==> src/logic/lldh_pkg.sv <==
// Package of constants shared by the LIN low-detect and header control block.
package lldh_pkg;
   // Reset value of the response frame control register, all zeros.
   localparam logic [7:0] LLDH_RFC_RESET = 8'h00;
   // Number of implemented bits in the response frame control register.
   localparam int LLDH_RFC_BITS = 2;
   // Default baud divider: peripheral clocks per bit period.
   localparam int LLDH_BAUD_DIV = 5208;
   // Bits in one transmitted data byte.
   localparam logic [3:0] LLDH_DATA_BITS = 4'h8;
   // Minimum break low length in bits, added to the four-bit setting.
   localparam logic [4:0] LLDH_BREAK_LOW_BASE = 5'h0d;
   // Minimum delimiter length in bits, added to the two-bit setting.
   localparam logic [2:0] LLDH_DELIM_BASE = 3'h1;
   // Interbyte space in bit periods.
   localparam logic [3:0] LLDH_INTERBYTE_BITS = 4'h1;
   // Transmit sequencer states.
   typedef enum logic [2:0] {LLDH_IDLE, LLDH_BRK_LOW, LLDH_BRK_HIGH, LLDH_START, LLDH_DATA, LLDH_STOP,
      LLDH_SPACE} lldh_state_type;
endpackage

==> src/logic/lldh_fifo.sv <==
// Parameterised flip-flop FIFO with valid and ready on both sides.
`timescale 1ns/1ns
module lldh_fifo import lldh_pkg::*; #(
   parameter int WIDTH = 8,
   parameter int DEPTH = 8
) (
   input wire logic clk, // System clock.
   input wire logic srst, // Synchronous reset, active high.
   input wire logic [WIDTH-1:0] inData, // Write data.
   input wire logic inValid, // Write request.
   output logic inReady, // Space available.
   output logic [WIDTH-1:0] outData, // Head word.
   output logic outValid, // Head word present.
   input wire logic outReady // Head word taken.
);
   localparam int AW = $clog2(DEPTH);
   logic [WIDTH-1:0] mem [DEPTH]; // Storage words.
   logic [AW-1:0] wrPtr; // Write index.
   logic [AW-1:0] rdPtr; // Read index.
   logic [AW:0] count; // Fill level.
   logic doWr; // Word accepted.
   logic doRd; // Word drained.

   // Handshakes qualify with the honest full and empty flags.
   assign doWr = inValid && inReady;
   assign doRd = outValid && outReady;
   assign inReady = (count != (AW+1)'(DEPTH));
   assign outValid = (count != '0);
   assign outData = mem[rdPtr];

   // Storage writes need no reset since the fill level guards reads.
   always_ff @(posedge clk) begin
      if (doWr) begin
         mem[wrPtr] <= inData;
      end
   end

   // Pointers and fill level; pointers wrap at the depth.
   always_ff @(posedge clk) begin
      if (srst) begin
         wrPtr <= '0;
         rdPtr <= '0;
         count <= '0;
      end else begin
         if (doWr) begin
            wrPtr <= (wrPtr == AW'(DEPTH-1)) ? '0 : wrPtr + 1'b1;
         end
         if (doRd) begin
            rdPtr <= (rdPtr == AW'(DEPTH-1)) ? '0 : rdPtr + 1'b1;
         end
         if (doWr && !doRd) begin
            count <= count + 1'b1;
         end else if (doRd && !doWr) begin
            count <= count - 1'b1;
         end
      end
   end
endmodule

==> src/logic/lldh_top.sv <==
// LIN low-level detection, interrupt aggregation and break/response transmit sequencer.
//
// Function
// - Falling receive edge while enabled sets low flag.
// - Enabling while line low sets flag immediately.
// - Suppression setting blocks low-detect interrupt requests.
// - Flags clear only by writing zero.
// - No new request while low flag set.
// - Aggregated sources: no request while any set.
// - Four-bit break low, two-bit delimiter length.
// - Control register resets zero, bits 7:2 read zero.
// - Send byte then interbyte space, abort on error.
`timescale 1ns/1ns
module lldh_top import lldh_pkg::*; #(
   parameter int BAUD_DIV = LLDH_BAUD_DIV, // Clocks per LIN bit.
   parameter int FIFO_DEPTH = 8 // Transmit data buffer depth.
) (
   input wire logic clk, // 100 MHz peripheral clock.
   input wire logic srst, // Synchronous reset, active high.
   input wire logic busRxPin, // LIN receive pin from transceiver.
   output logic busTxPin, // LIN transmit pin to transceiver.
   input wire logic lowDetectEnable, // Low-level detection enable.
   input wire logic lowDetectIrqOff, // Suppress low-detect interrupt when 1.
   input wire logic lowDetectClear, // Pulse: software writes 0 to the low flag.
   output logic lowDetectFlag, // Sticky low-detect flag.
   output logic lowDetectIrq, // One-cycle low-detect request.
   input wire logic [3:0] breakLowLength, // Break low setting.
   input wire logic [1:0] breakHighDelimiterLength, // Delimiter setting.
   input wire logic [3:0] responseDataLength, // Data bytes per response.
   input wire logic frameStart, // Pulse: start a header and response.
   input wire logic txError, // Error abort request.
   input wire logic [7:0] txData, // Data byte to buffer.
   input wire logic txValid, // Data byte offered.
   output logic txReady, // Buffer can take a byte.
   input wire logic [7:0] rfcWriteData, // Response frame control write data.
   input wire logic rfcWrite, // Response frame control write strobe.
   output logic [7:0] rfcReadData, // Response frame control read value.
   input wire logic [1:0] statusClear, // Pulse per bit: write 0 to status flag.
   output logic [1:0] linStatus, // Bit0 frame done, bit1 error.
   output logic linIrq, // One-cycle aggregated channel request.
   output logic txBusy // Sequencer active.
);
   logic rxMeta; // First synchroniser stage.
   logic rxSync; // Second synchroniser stage.
   logic rxPrev; // Previous synchronised level.
   logic enablePrev; // Previous enable level.
   logic lowEvent; // Low condition seen this cycle.
   logic [1:0] rfc; // Implemented control bits.
   logic [$clog2(BAUD_DIV)-1:0] baudCnt; // Bit period divider.
   logic bitTick; // One-cycle enable per LIN bit.
   lldh_state_type state; // Sequencer state.
   logic [4:0] bitCnt; // Bits left in the current phase.
   logic [3:0] byteCnt; // Bytes sent so far.
   logic [7:0] shiftReg; // Outgoing byte.
   logic [7:0] fifoData; // Buffer head.
   logic fifoValid; // Buffer holds a byte.
   logic fifoTake; // Sequencer takes the head.
   logic fifoReady; // Buffer write ready.
   logic doneEvent; // Frame completed this cycle.
   logic errEvent; // Frame aborted this cycle.
   logic fifoWrite; // Port handshake completed this cycle.
   logic byteDue; // Sequencer wants the next byte now.

   // The receive pin crosses in through two flops before anything looks at it.
   always_ff @(posedge clk) begin
      if (srst) begin
         rxMeta <= 1'b1;
         rxSync <= 1'b1;
         rxPrev <= 1'b1;
         enablePrev <= 1'b0;
      end else begin
         rxMeta <= busRxPin;
         rxSync <= rxMeta;
         rxPrev <= rxSync;
         enablePrev <= lowDetectEnable;
      end
   end

   // Falling edge while enabled, or the enable rising with the line already low.
   assign lowEvent = lowDetectEnable && ((rxPrev && !rxSync) || (!enablePrev && !rxSync));

   // Sticky low flag; a new event beats a clear in the same cycle.
   always_ff @(posedge clk) begin
      if (srst) begin
         lowDetectFlag <= 1'b0;
      end else if (lowEvent) begin
         lowDetectFlag <= 1'b1;
      end else if (lowDetectClear) begin
         lowDetectFlag <= 1'b0;
      end
   end

   // Own request line; no repeat while the flag is still up, none when suppressed.
   always_ff @(posedge clk) begin
      if (srst) begin
         lowDetectIrq <= 1'b0;
      end else begin
         lowDetectIrq <= lowEvent && !lowDetectFlag && !lowDetectIrqOff;
      end
   end

   // Control register: only two bits exist, the rest read as zero.
   always_ff @(posedge clk) begin
      if (srst) begin
         rfc <= LLDH_RFC_RESET[LLDH_RFC_BITS-1:0];
      end else if (rfcWrite) begin
         rfc <= rfcWriteData[LLDH_RFC_BITS-1:0];
      end
   end

   // Registered read keeps the output straight from a flop.
   always_ff @(posedge clk) begin
      if (srst) begin
         rfcReadData <= LLDH_RFC_RESET;
      end else begin
         rfcReadData <= {6'h00, rfc};
      end
   end

   // Baud divider gives one enable per bit; it idles at zero between frames and while stalled for data,
   // so a late byte still gets a full start bit.
   always_ff @(posedge clk) begin
      if (srst || state == LLDH_IDLE || state == LLDH_START) begin
         baudCnt <= '0;
      end else if (baudCnt == ($clog2(BAUD_DIV))'(BAUD_DIV-1)) begin
         baudCnt <= '0;
      end else begin
         baudCnt <= baudCnt + 1'b1;
      end
   end
   assign bitTick = (state != LLDH_IDLE) && (baudCnt == ($clog2(BAUD_DIV))'(BAUD_DIV-1));

   // Transmit data buffer; the sequencer stalls on an empty buffer.
   lldh_fifo #(.WIDTH(8), .DEPTH(FIFO_DEPTH)) lldh_fifo_inst (
      .clk(clk),
      .srst(srst),
      .inData(txData),
      .inValid(fifoWrite),
      .inReady(fifoReady),
      .outData(fifoData),
      .outValid(fifoValid),
      .outReady(fifoTake)
   );
   // A byte is written only when the port handshake completes, never while the port shows not ready.
   assign fifoWrite = txValid && txReady;

   // The next byte is due as the delimiter or an interbyte space ends, so no extra idle bit creeps in.
   assign byteDue = (state == LLDH_START) ||
      (bitTick && state == LLDH_BRK_HIGH && bitCnt == 5'h01 && responseDataLength != 4'h0) ||
      (bitTick && state == LLDH_SPACE && bitCnt == 5'h00 && byteCnt != responseDataLength);
   assign fifoTake = byteDue && fifoValid && !txError;

   // Ready is registered so the port comes from a flop; it may lag one cycle, which is conservative.
   always_ff @(posedge clk) begin
      if (srst) begin
         txReady <= 1'b0;
      end else begin
         txReady <= fifoReady && !(txValid && txReady);
      end
   end

   // Sequencer: break low, delimiter, then byte plus interbyte space per data byte.
   always_ff @(posedge clk) begin
      if (srst) begin
         state <= LLDH_IDLE;
         bitCnt <= '0;
         byteCnt <= '0;
         shiftReg <= '0;
         busTxPin <= 1'b1;
      end else if (txError && state != LLDH_IDLE) begin
         state <= LLDH_IDLE;
         busTxPin <= 1'b1;
      end else begin
         unique case (state)
            LLDH_IDLE: begin
               busTxPin <= 1'b1;
               if (frameStart) begin
                  state <= LLDH_BRK_LOW;
                  bitCnt <= LLDH_BREAK_LOW_BASE + {1'b0, breakLowLength};
                  byteCnt <= '0;
                  busTxPin <= 1'b0;
               end
            end
            LLDH_BRK_LOW: begin
               if (bitTick) begin
                  if (bitCnt == 5'h01) begin
                     state <= LLDH_BRK_HIGH;
                     bitCnt <= {2'b00, LLDH_DELIM_BASE + {1'b0, breakHighDelimiterLength}};
                     busTxPin <= 1'b1;
                  end else begin
                     bitCnt <= bitCnt - 1'b1;
                  end
               end
            end
            LLDH_BRK_HIGH: begin
               if (bitTick) begin
                  if (bitCnt == 5'h01) begin
                     state <= (responseDataLength == 4'h0) ? LLDH_IDLE : LLDH_START;
                     bitCnt <= '0;
                  end else begin
                     bitCnt <= bitCnt - 1'b1;
                  end
               end
            end
            LLDH_START: begin
               // Stalled on an empty buffer; the line stays recessive until a byte arrives.
               busTxPin <= 1'b1;
            end
            LLDH_DATA: begin
               if (bitTick) begin
                  busTxPin <= shiftReg[0];
                  shiftReg <= {1'b0, shiftReg[7:1]};
                  if (bitCnt == 5'h01) begin
                     state <= LLDH_STOP;
                  end
                  bitCnt <= bitCnt - 1'b1;
               end
            end
            LLDH_STOP: begin
               if (bitTick) begin
                  busTxPin <= 1'b1;
                  bitCnt <= {1'b0, LLDH_INTERBYTE_BITS};
                  byteCnt <= byteCnt + 1'b1;
                  state <= LLDH_SPACE;
               end
            end
            LLDH_SPACE: begin
               if (bitTick) begin
                  if (bitCnt == 5'h00) begin
                     state <= (byteCnt == responseDataLength) ? LLDH_IDLE : LLDH_START;
                  end else begin
                     bitCnt <= bitCnt - 1'b1;
                  end
               end
            end
         endcase
         // Loading a byte overrides whatever the phase above chose and opens the start bit.
         if (fifoTake) begin
            shiftReg <= fifoData;
            busTxPin <= 1'b0;
            bitCnt <= {1'b0, LLDH_DATA_BITS};
            state <= LLDH_DATA;
         end
      end
   end

   // Completion and abort events for the channel status.
   assign doneEvent = (state == LLDH_SPACE) && bitTick && bitCnt == 5'h00 && byteCnt == responseDataLength;
   assign errEvent = txError && state != LLDH_IDLE;

   // Status flags: set wins over a software clear; writing 1 does nothing.
   always_ff @(posedge clk) begin
      if (srst) begin
         linStatus <= 2'b00;
      end else begin
         linStatus[0] <= doneEvent | (linStatus[0] & !statusClear[0]);
         linStatus[1] <= errEvent | (linStatus[1] & !statusClear[1]);
      end
   end

   // Aggregated request fires only when no source flag is already set.
   always_ff @(posedge clk) begin
      if (srst) begin
         linIrq <= 1'b0;
      end else begin
         linIrq <= (doneEvent || errEvent) && (linStatus == 2'b00);
      end
   end

   // Busy mirrors the sequencer from a flop.
   always_ff @(posedge clk) begin
      if (srst) begin
         txBusy <= 1'b0;
      end else begin
         txBusy <= (state != LLDH_IDLE) || frameStart;
      end
   end
endmodule

==> config.mk <==
export PLATFORM = sky130hd
export DESIGN_NAME = lldh_top
export DESIGN_NICKNAME = d
export VERILOG_FILES = /design/src/logic/lldh_pkg.sv /design/src/logic/lldh_fifo.sv /design/src/logic/lldh_top.sv
export SDC_FILE = /design/constraint.sdc
export NUM_CORES = 1
export LEC_CHECK = 0
export ABC_AREA = 1
export BUFFER_PORTS_ARGS = -buffer_cell sky130_fd_sc_hd__buf_2
export CAP_MARGIN = 10
export CORE_UTILIZATION = 45
export DETAILED_ROUTE_END_ITERATION = 7
export HOLD_SLACK_MARGIN = 0.05
export RECOVER_POWER = 100
export SYNTH_ARGS = -nofsm -noshare
export SYNTH_HDL_FRONTEND = slang
export SYNTH_SLANG_ARGS = --single-unit
export TNS_END_PERCENT = 10
==> constraint.sdc <==
create_clock -name clk -period 3.87 [get_ports clk]
set_clock_uncertainty 0.15 [all_clocks]
set_input_delay 0.387 -clock clk [delete_from_list [all_inputs] [get_ports clk]]
set_output_delay 0.387 -clock clk [all_outputs]
set_load 0.02 [all_outputs]
### Word level (Yosys, flattened, before mapping)

Memories as Yosys holds them, arrays and structs flattened. A register that Yosys moved wholly into a read port is not among the register bits.
Index checks and enable logic that the tools add are counted.

* memories: 1
* RAM bits: 64
* flip-flop bits (word level): 65

* bitwise gates (word level): 5
* reductions and logical operators: 64
* add/sub/neg operators: 9
* equality and inequality tests: 34
* multiplexer cells: 48

Memory list
* lldh_fifo_inst.mem: depth 8, width 8, read ports 1, clocked after memory_dff 1, write ports 1, line lldh_fifo.sv:17 `logic [WIDTH-1:0] mem [DEPTH];`

Operator list (number)
* $mux 5: 10
* $mux 3: 15
* $ne 3x2->1 const B: 10
* $pmux 5 s6: 1
* $mux 8: 3
* $logic_and 1x1->1: 23
* $reduce_and 11->1: 2
* $ne 2x2->1 const B: 9
* $pmux 3 s6: 1
* $mux 4: 4
* $eq 3x3->1 const B: 5
* $add 13x1->13 const B: 1
* $eq 13x13->1 const B: 1
* $reduce_bool 6->1: 2
* $logic_not 1->1: 10
* $mux 1: 10
* $reduce_bool 2->1: 5
* $reduce_and 9->1: 1
* $add 4x1->4 const B: 2
* $pmux 4 s2: 1
* $reduce_bool 4->1: 2
* $logic_or 1x1->1: 7
* $reduce_bool 7->1: 1
* $add 3x1->3 const B: 2
* other kinds (27): 32

### Logic depth before layout (Yosys ltp)

* depth in word-level cells: 13
* depth in mapped cells: 23
* depth with buffers taken out: 21

### By module

From an unflattened synthesis, not the netlist that was laid out.

* cells, all modules: 718
* area, all modules: 6029.5 um^2

Modules (own cells, without submodules)
* lldh_fifo: instances 1, area an instance 3290.7 um^2, cells an instance 307, sequential area each 2182.1 um^2
* lldh_top: instances 1, area an instance 2738.9 um^2, cells an instance 411, sequential area each 980.9 um^2

### Worst setup path after synthesis

No wires, ideal clock.

* kind: register to register
* start: register baudCnt[0]
* end: register lldh_fifo_inst.count[3]
* cell stages (with the launch flop): 24
* buffers on the path: 2
* data arrival time: 2.620 ns
* library setup time: 0.119 ns
* period minus slack after synthesis: 2.890 ns
* slack: 0.980 ns
* path through: dfxtp_1 ha_1 nand2_1 inv_1 nand2_1 nor2_1 nand3_2 nor2_1 nor2_2 nand2_4 nand2_2 buf_6 buf_6 ha_1 inv_1 ha_1 nand2_1 nand2_1 a21oi_1 nor2_1 nor2_1 nand2_1 o21ai_0 a21oi_1

* longest elaborated chain between the ends: 13

RTL lines
* from (decl): line lldh_top.sv:49 `logic [$clog2(BAUD_DIV)-1:0] baudCnt;`
* from (signal assigned): line lldh_top.sv:128 `baudCnt <= baudCnt + 1'b1;`
* $eq 13x13->1 *: line lldh_top.sv:131 `assign bitTick = (state != LLDH_IDLE) && (baudCnt == ($clog2(BAUD_DIV))'(BAUD_DIV-1));`
* $logic_and 1x1->1 *: line lldh_top.sv:131
* $logic_and 1x1->1 (3 in series): line lldh_top.sv:149 `(bitTick && state == LLDH_BRK_HIGH && bitCnt == 5'h01 && responseDataLength != 4'h0) ||`
* $logic_or 1x1->1: line lldh_top.sv:148 `assign byteDue = (state == LLDH_START) ||`
* $logic_or 1x1->1 *: line lldh_top.sv:149
* $logic_and 1x1->1 * (2 in series): line lldh_top.sv:151 `assign fifoTake = byteDue && fifoValid && !txError;`
* $logic_and 1x1->1 *: line lldh_fifo.sv:26 `assign doRd = outValid && outReady;`
* $logic_not 1->1: line lldh_fifo.sv:51 `if (doWr && !doRd) begin`
* $logic_and 1x1->1: line lldh_fifo.sv:51
* $mux 4 or $reduce_bool 2->1 (tied branches)
* to (signal assigned): line lldh_fifo.sv:52 `count <= count + 1'b1;`
* to (signal assigned): line lldh_fifo.sv:54 `count <= count - 1'b1;`
* to (decl): line lldh_fifo.sv:20 `logic [AW:0] count;`

Every way passes the cells marked *; elsewhere a longest branch is shown, timed or not.
A chain may end at the register's enable or synchronous reset.

### Final worst setup path

Ends and elaborated chain as after synthesis.

==> summary.md <==
| Metric | Value |
|---|---|
| Status | complete, no violations |
| Primary FF master, synth | edfxtp_1 |
| Worst EP required | 4020 ps |
| CTS buffer count | 17 |
| Mux share of post-synthesis cell area | 0 |
| Critical path arrival | 3340 ps |
| Total grt overflow | 0 |
| Post-synthesis simple-gate area fraction | 0.267 |
| Via count | 4457 |
| Hold Violations, Final | 0 |
| Period utilization | 0.823 |
| Clock sink total | 126 |
| Max-cap violations | 0 |
| ANT cells | 0 |
| CORE AREA | 12700 um^2 |
| Initial Utilization | 0.462 |
| Drt via density | 4.87 |
| Port Buf Inserts | 41 |
| CP max FO | 8 |
| Hold Crit Class | input pin to flop |
| Die Y | 116 um |
| Fmax | 314 MHz |
| Setup bufs post-CTS | 0 |
| Pwr dens | 577 nW/um^2 |
| R2R Setup Slk | 690 ps |
| Final GP Congestion | 0.845 |
| Minimum clock period | 3180 ps |
| Synth Area in XOR/XNOR | 0.0150 |
| Layout cells sized above 1 | 0.0927 |
| Post-synth EDFFs | 64 |
| Min-Delay Startpoint | statusClear[0] |
| Synthesis Warnings | 0 |
| Worst Max-Slew Pin Slew | 1290 ps |
| FILL cells | 1191 |
| Async set-or-reset flop fraction in the synthesized netlist | 0 |
| FF-to-FF Start | baudCnt[0] |
| Buffers from clock root to sink, at most | 2 |
| Vias in the first global route | 4191 |
| TritonCTS clock tree | built |
| Final Slew Violations | 0 |
| Rows | 41 |
| Post-CTS sizing | 0 |
| Reg2reg end | lldh_fifo_inst.count[3] |
| Synth cell types | 44 |
| Worst rel slew slack | 0.143 |
| Largest family of logic cells by synthesized area | simple AND/OR/NAND/NOR gates |
| Clk_lat worst skew | 420 ps |
| H-Tree Depth | 4 |
| Clk root buf | clkbuf_16 |
| Die ar. | 13500 um^2 |
| Hold_ws | 77.5 ps |
| Global-route wire length before repair | 20100 um |
| Setup_tns | 0 ps |
| Pwr Total | 3.89 mW |
| Largest net degree at the start of global routing | 34 |
| Adder-cell share of the synthesized area | 0.0334 |
| Remaining routing DRC violations | 0 |
| Area growth from synthesis to layout | 15.4% |
| Hold path endpoint | linStatus[0] |
| Chip width | 116 um |
| IR drop worst, VDD | 0.000389 V |
| R2R depth | 21 |
| Worst Hold Depth | 4 |
| Post-synthesis cell area | 5850 um^2 |
| Clk pin slew, worst setup/hold paths | 60 ps |
| Yosys reg bits | 126 |
| Final net count | 784 |
| Post-Route WL | 12200 um |
| Static Leak | 2.86 nW |
| First DRT Iteration DRCs | 368 |
| Kind of start point of the critical path | flop |
| Met1 GRT Util | 0.253 |
| Crit Path Category | flop to flop |
| WL/cell | 13.3 um |
| GR Util met2 | 0.325 |
| Post-synthesis compound-gate area fraction | 0.0729 |
| Syn_area_per_cell | 8.56 um^2 |
| Routed Antenna Nets | 0 |
| FF/Latch Area | 3160 um^2 |
| Footprint of the multi-input gates | 2270 um^2 |
| GRT Total Usage | 0.200 |
| Sequential share of the synthesized area | 0.541 |
| Top-Level Pins | 54 |
| Drt first pass iters | 5 |
| GRT busiest layer | met2 |
| Final setup fails | 0 |
| RSZ-0062 raised after global routing | false |
| Worst setup EP type | flop |
| Initial antenna violation count | 0 |
| Grt met3 use | 0.0612 |
| Hpwl dp | 8210 um |
| Cell count after synthesis | 684 |
-- cell families (layout without fill, tap and decap cells) --
| group | Yosys count | after routing |
|---|---|---|
| AOI/OAI and AO/OA | 78 | 78 |
| and+or+nand+nor | 357 | 357 |
| buffers and inverters | 97 | 152 |
| DFF | 126 | 126 |
| other | 1 | 6 |
| xor gates and xnor gates | 10 | 10 |
| adders and majority gates | 15 | 15 |
-- cells in the mapped netlist (3+ instances only) --
library cell	count	area share
a21oi_1	32	0.027
a31oi_1	4	0.0043
buf_4	7	0.0090
buf_6	3	0.0058
clkbuf_1	12	0.0077
dfxtp_1	62	0.21
edfxtp_1	64	0.33
ha_1	14	0.030
inv_1	64	0.041
inv_2	6	0.0038
nand2_1	163	0.10
nand2_2	6	0.0064
nand3_1	64	0.055
nand3_2	3	0.0051
nand4_1	3	0.0032
nor2_1	90	0.058
nor2_2	3	0.0032
nor3_1	9	0.0077
nor3b_1	4	0.0051
o21ai_0	26	0.022
o21ai_1	4	0.0034
o22ai_1	3	0.0032
xor2_1	9	0.013
-- report_power, final --
part           switching (mW)  internal, mW  total, mW
registers              0.0793          1.49       1.57
logic                   0.473         0.246      0.719
clock network           0.591          1.02       1.61
total                    1.14          2.75       3.89
-- worst max-delay path: stages (launching register included) --
cell	delay (ps)
dfxtp_1	350
ha_1	170
nand2_1	70
inv_1	70
nand2_1	60
nor2_1	130
nand3_1	150
inv_1	140
nand3_2	70
nand2_1	230
nand2_1	130
ha_1	240
inv_1	120
ha_1	240
nand2_1	70
nand2_1	50
a21oi_1	170
nor2_1	60
nor2_1	80
nand2_1	70
o21ai_0	180
a21oi_1	60
-- final cells by class --
type,count,share of cell area
Multi-Input combinational cell,466,0.336
Sequential cell,126,0.468
Tap cell,172,0.0319
Timing Repair Buffer,49,0.0359
Inverter,71,0.0395
Clock inverter,12,0.0239
Clock buffer,20,0.0647
-- layout by cell type, fill, tap and decap left out, drive strengths merged, types with 2 or more instances in the layout --
cell	n
buf	23
nor2	95
clkbuf	42
o22ai	3
a21oi	32
inv	73
nand4	3
or2	2
and3	2
bufinv	3
conb	6
o21ai	30
dlygate4sd3	4
clkinvlp	2
a31oi	4
nand3	67
clkinv	5
nor3	11
xor2	9
o211ai	2
ha	14
dfxtp	62
nor3b	4
edfxtp	64
nand2	171
o221ai	2
-- how the worst max path moves through the flow --
stage                     startpoint                      end  slack (ps)  cells after the start
final                     baudCnt[0]  lldh_fifo_inst.count[3]         690                     21
after global routing      baudCnt[0]  lldh_fifo_inst.count[3]         340                     21
after CTS                 baudCnt[0]  lldh_fifo_inst.count[3]         920                     21
after detailed placement  baudCnt[0]  lldh_fifo_inst.count[3]         930                     21
after global placement    baudCnt[0]  lldh_fifo_inst.count[3]        1050                     21
after floorplan           baudCnt[0]  lldh_fifo_inst.count[3]         980                     23
-- what timing repair did --
item                                    4_1_cts  5_1_grt
endpoints found under the hold margin         4        0
hold buffers                                  4        0
endpoints found under the setup margin        0        0
-- state kept, by name (all words and copies together), names as in the netlist, named ones only --
register              cells
baudCnt                  13
bitCnt                    5
busTxPin                  1
byteCnt                   4
enablePrev                1
linIrq                    1
linStatus                 2
lldh_fifo_inst.count      4
lldh_fifo_inst.mem       64
lldh_fifo_inst.rdPtr      3
lldh_fifo_inst.wrPtr      3
lowDetectFlag             1
lowDetectIrq              1
rfc                       2
rfcReadData               2
rxMeta                    1
rxPrev                    1
rxSync                    1
shiftReg                  8
state                     3
txBusy                    1
txReady                   1
-- metal layers --
metal  part of all wire  vias up
met1               0.45     2028
met4              0.012        0
met2               0.49       83
met5                  0        -
li1                   -     2335
met3              0.050       11
-- through the flow --
stage | worst slack [ps] | std cells | utilization | cell area (um^2)
CTS | 915 | 916 | 0.537 | 6810
finish | 687 | 916 | 0.533 | 6750
detailed placement | 927 | 880 | 0.487 | 6170
floorplan | 980 | 689 | - | 5870
global route | 338 | 916 | 0.533 | 6750
global placement | 1050 | 880 | 0.487 | 6170
Note: power is estimated with default switching activity, not from simulation.
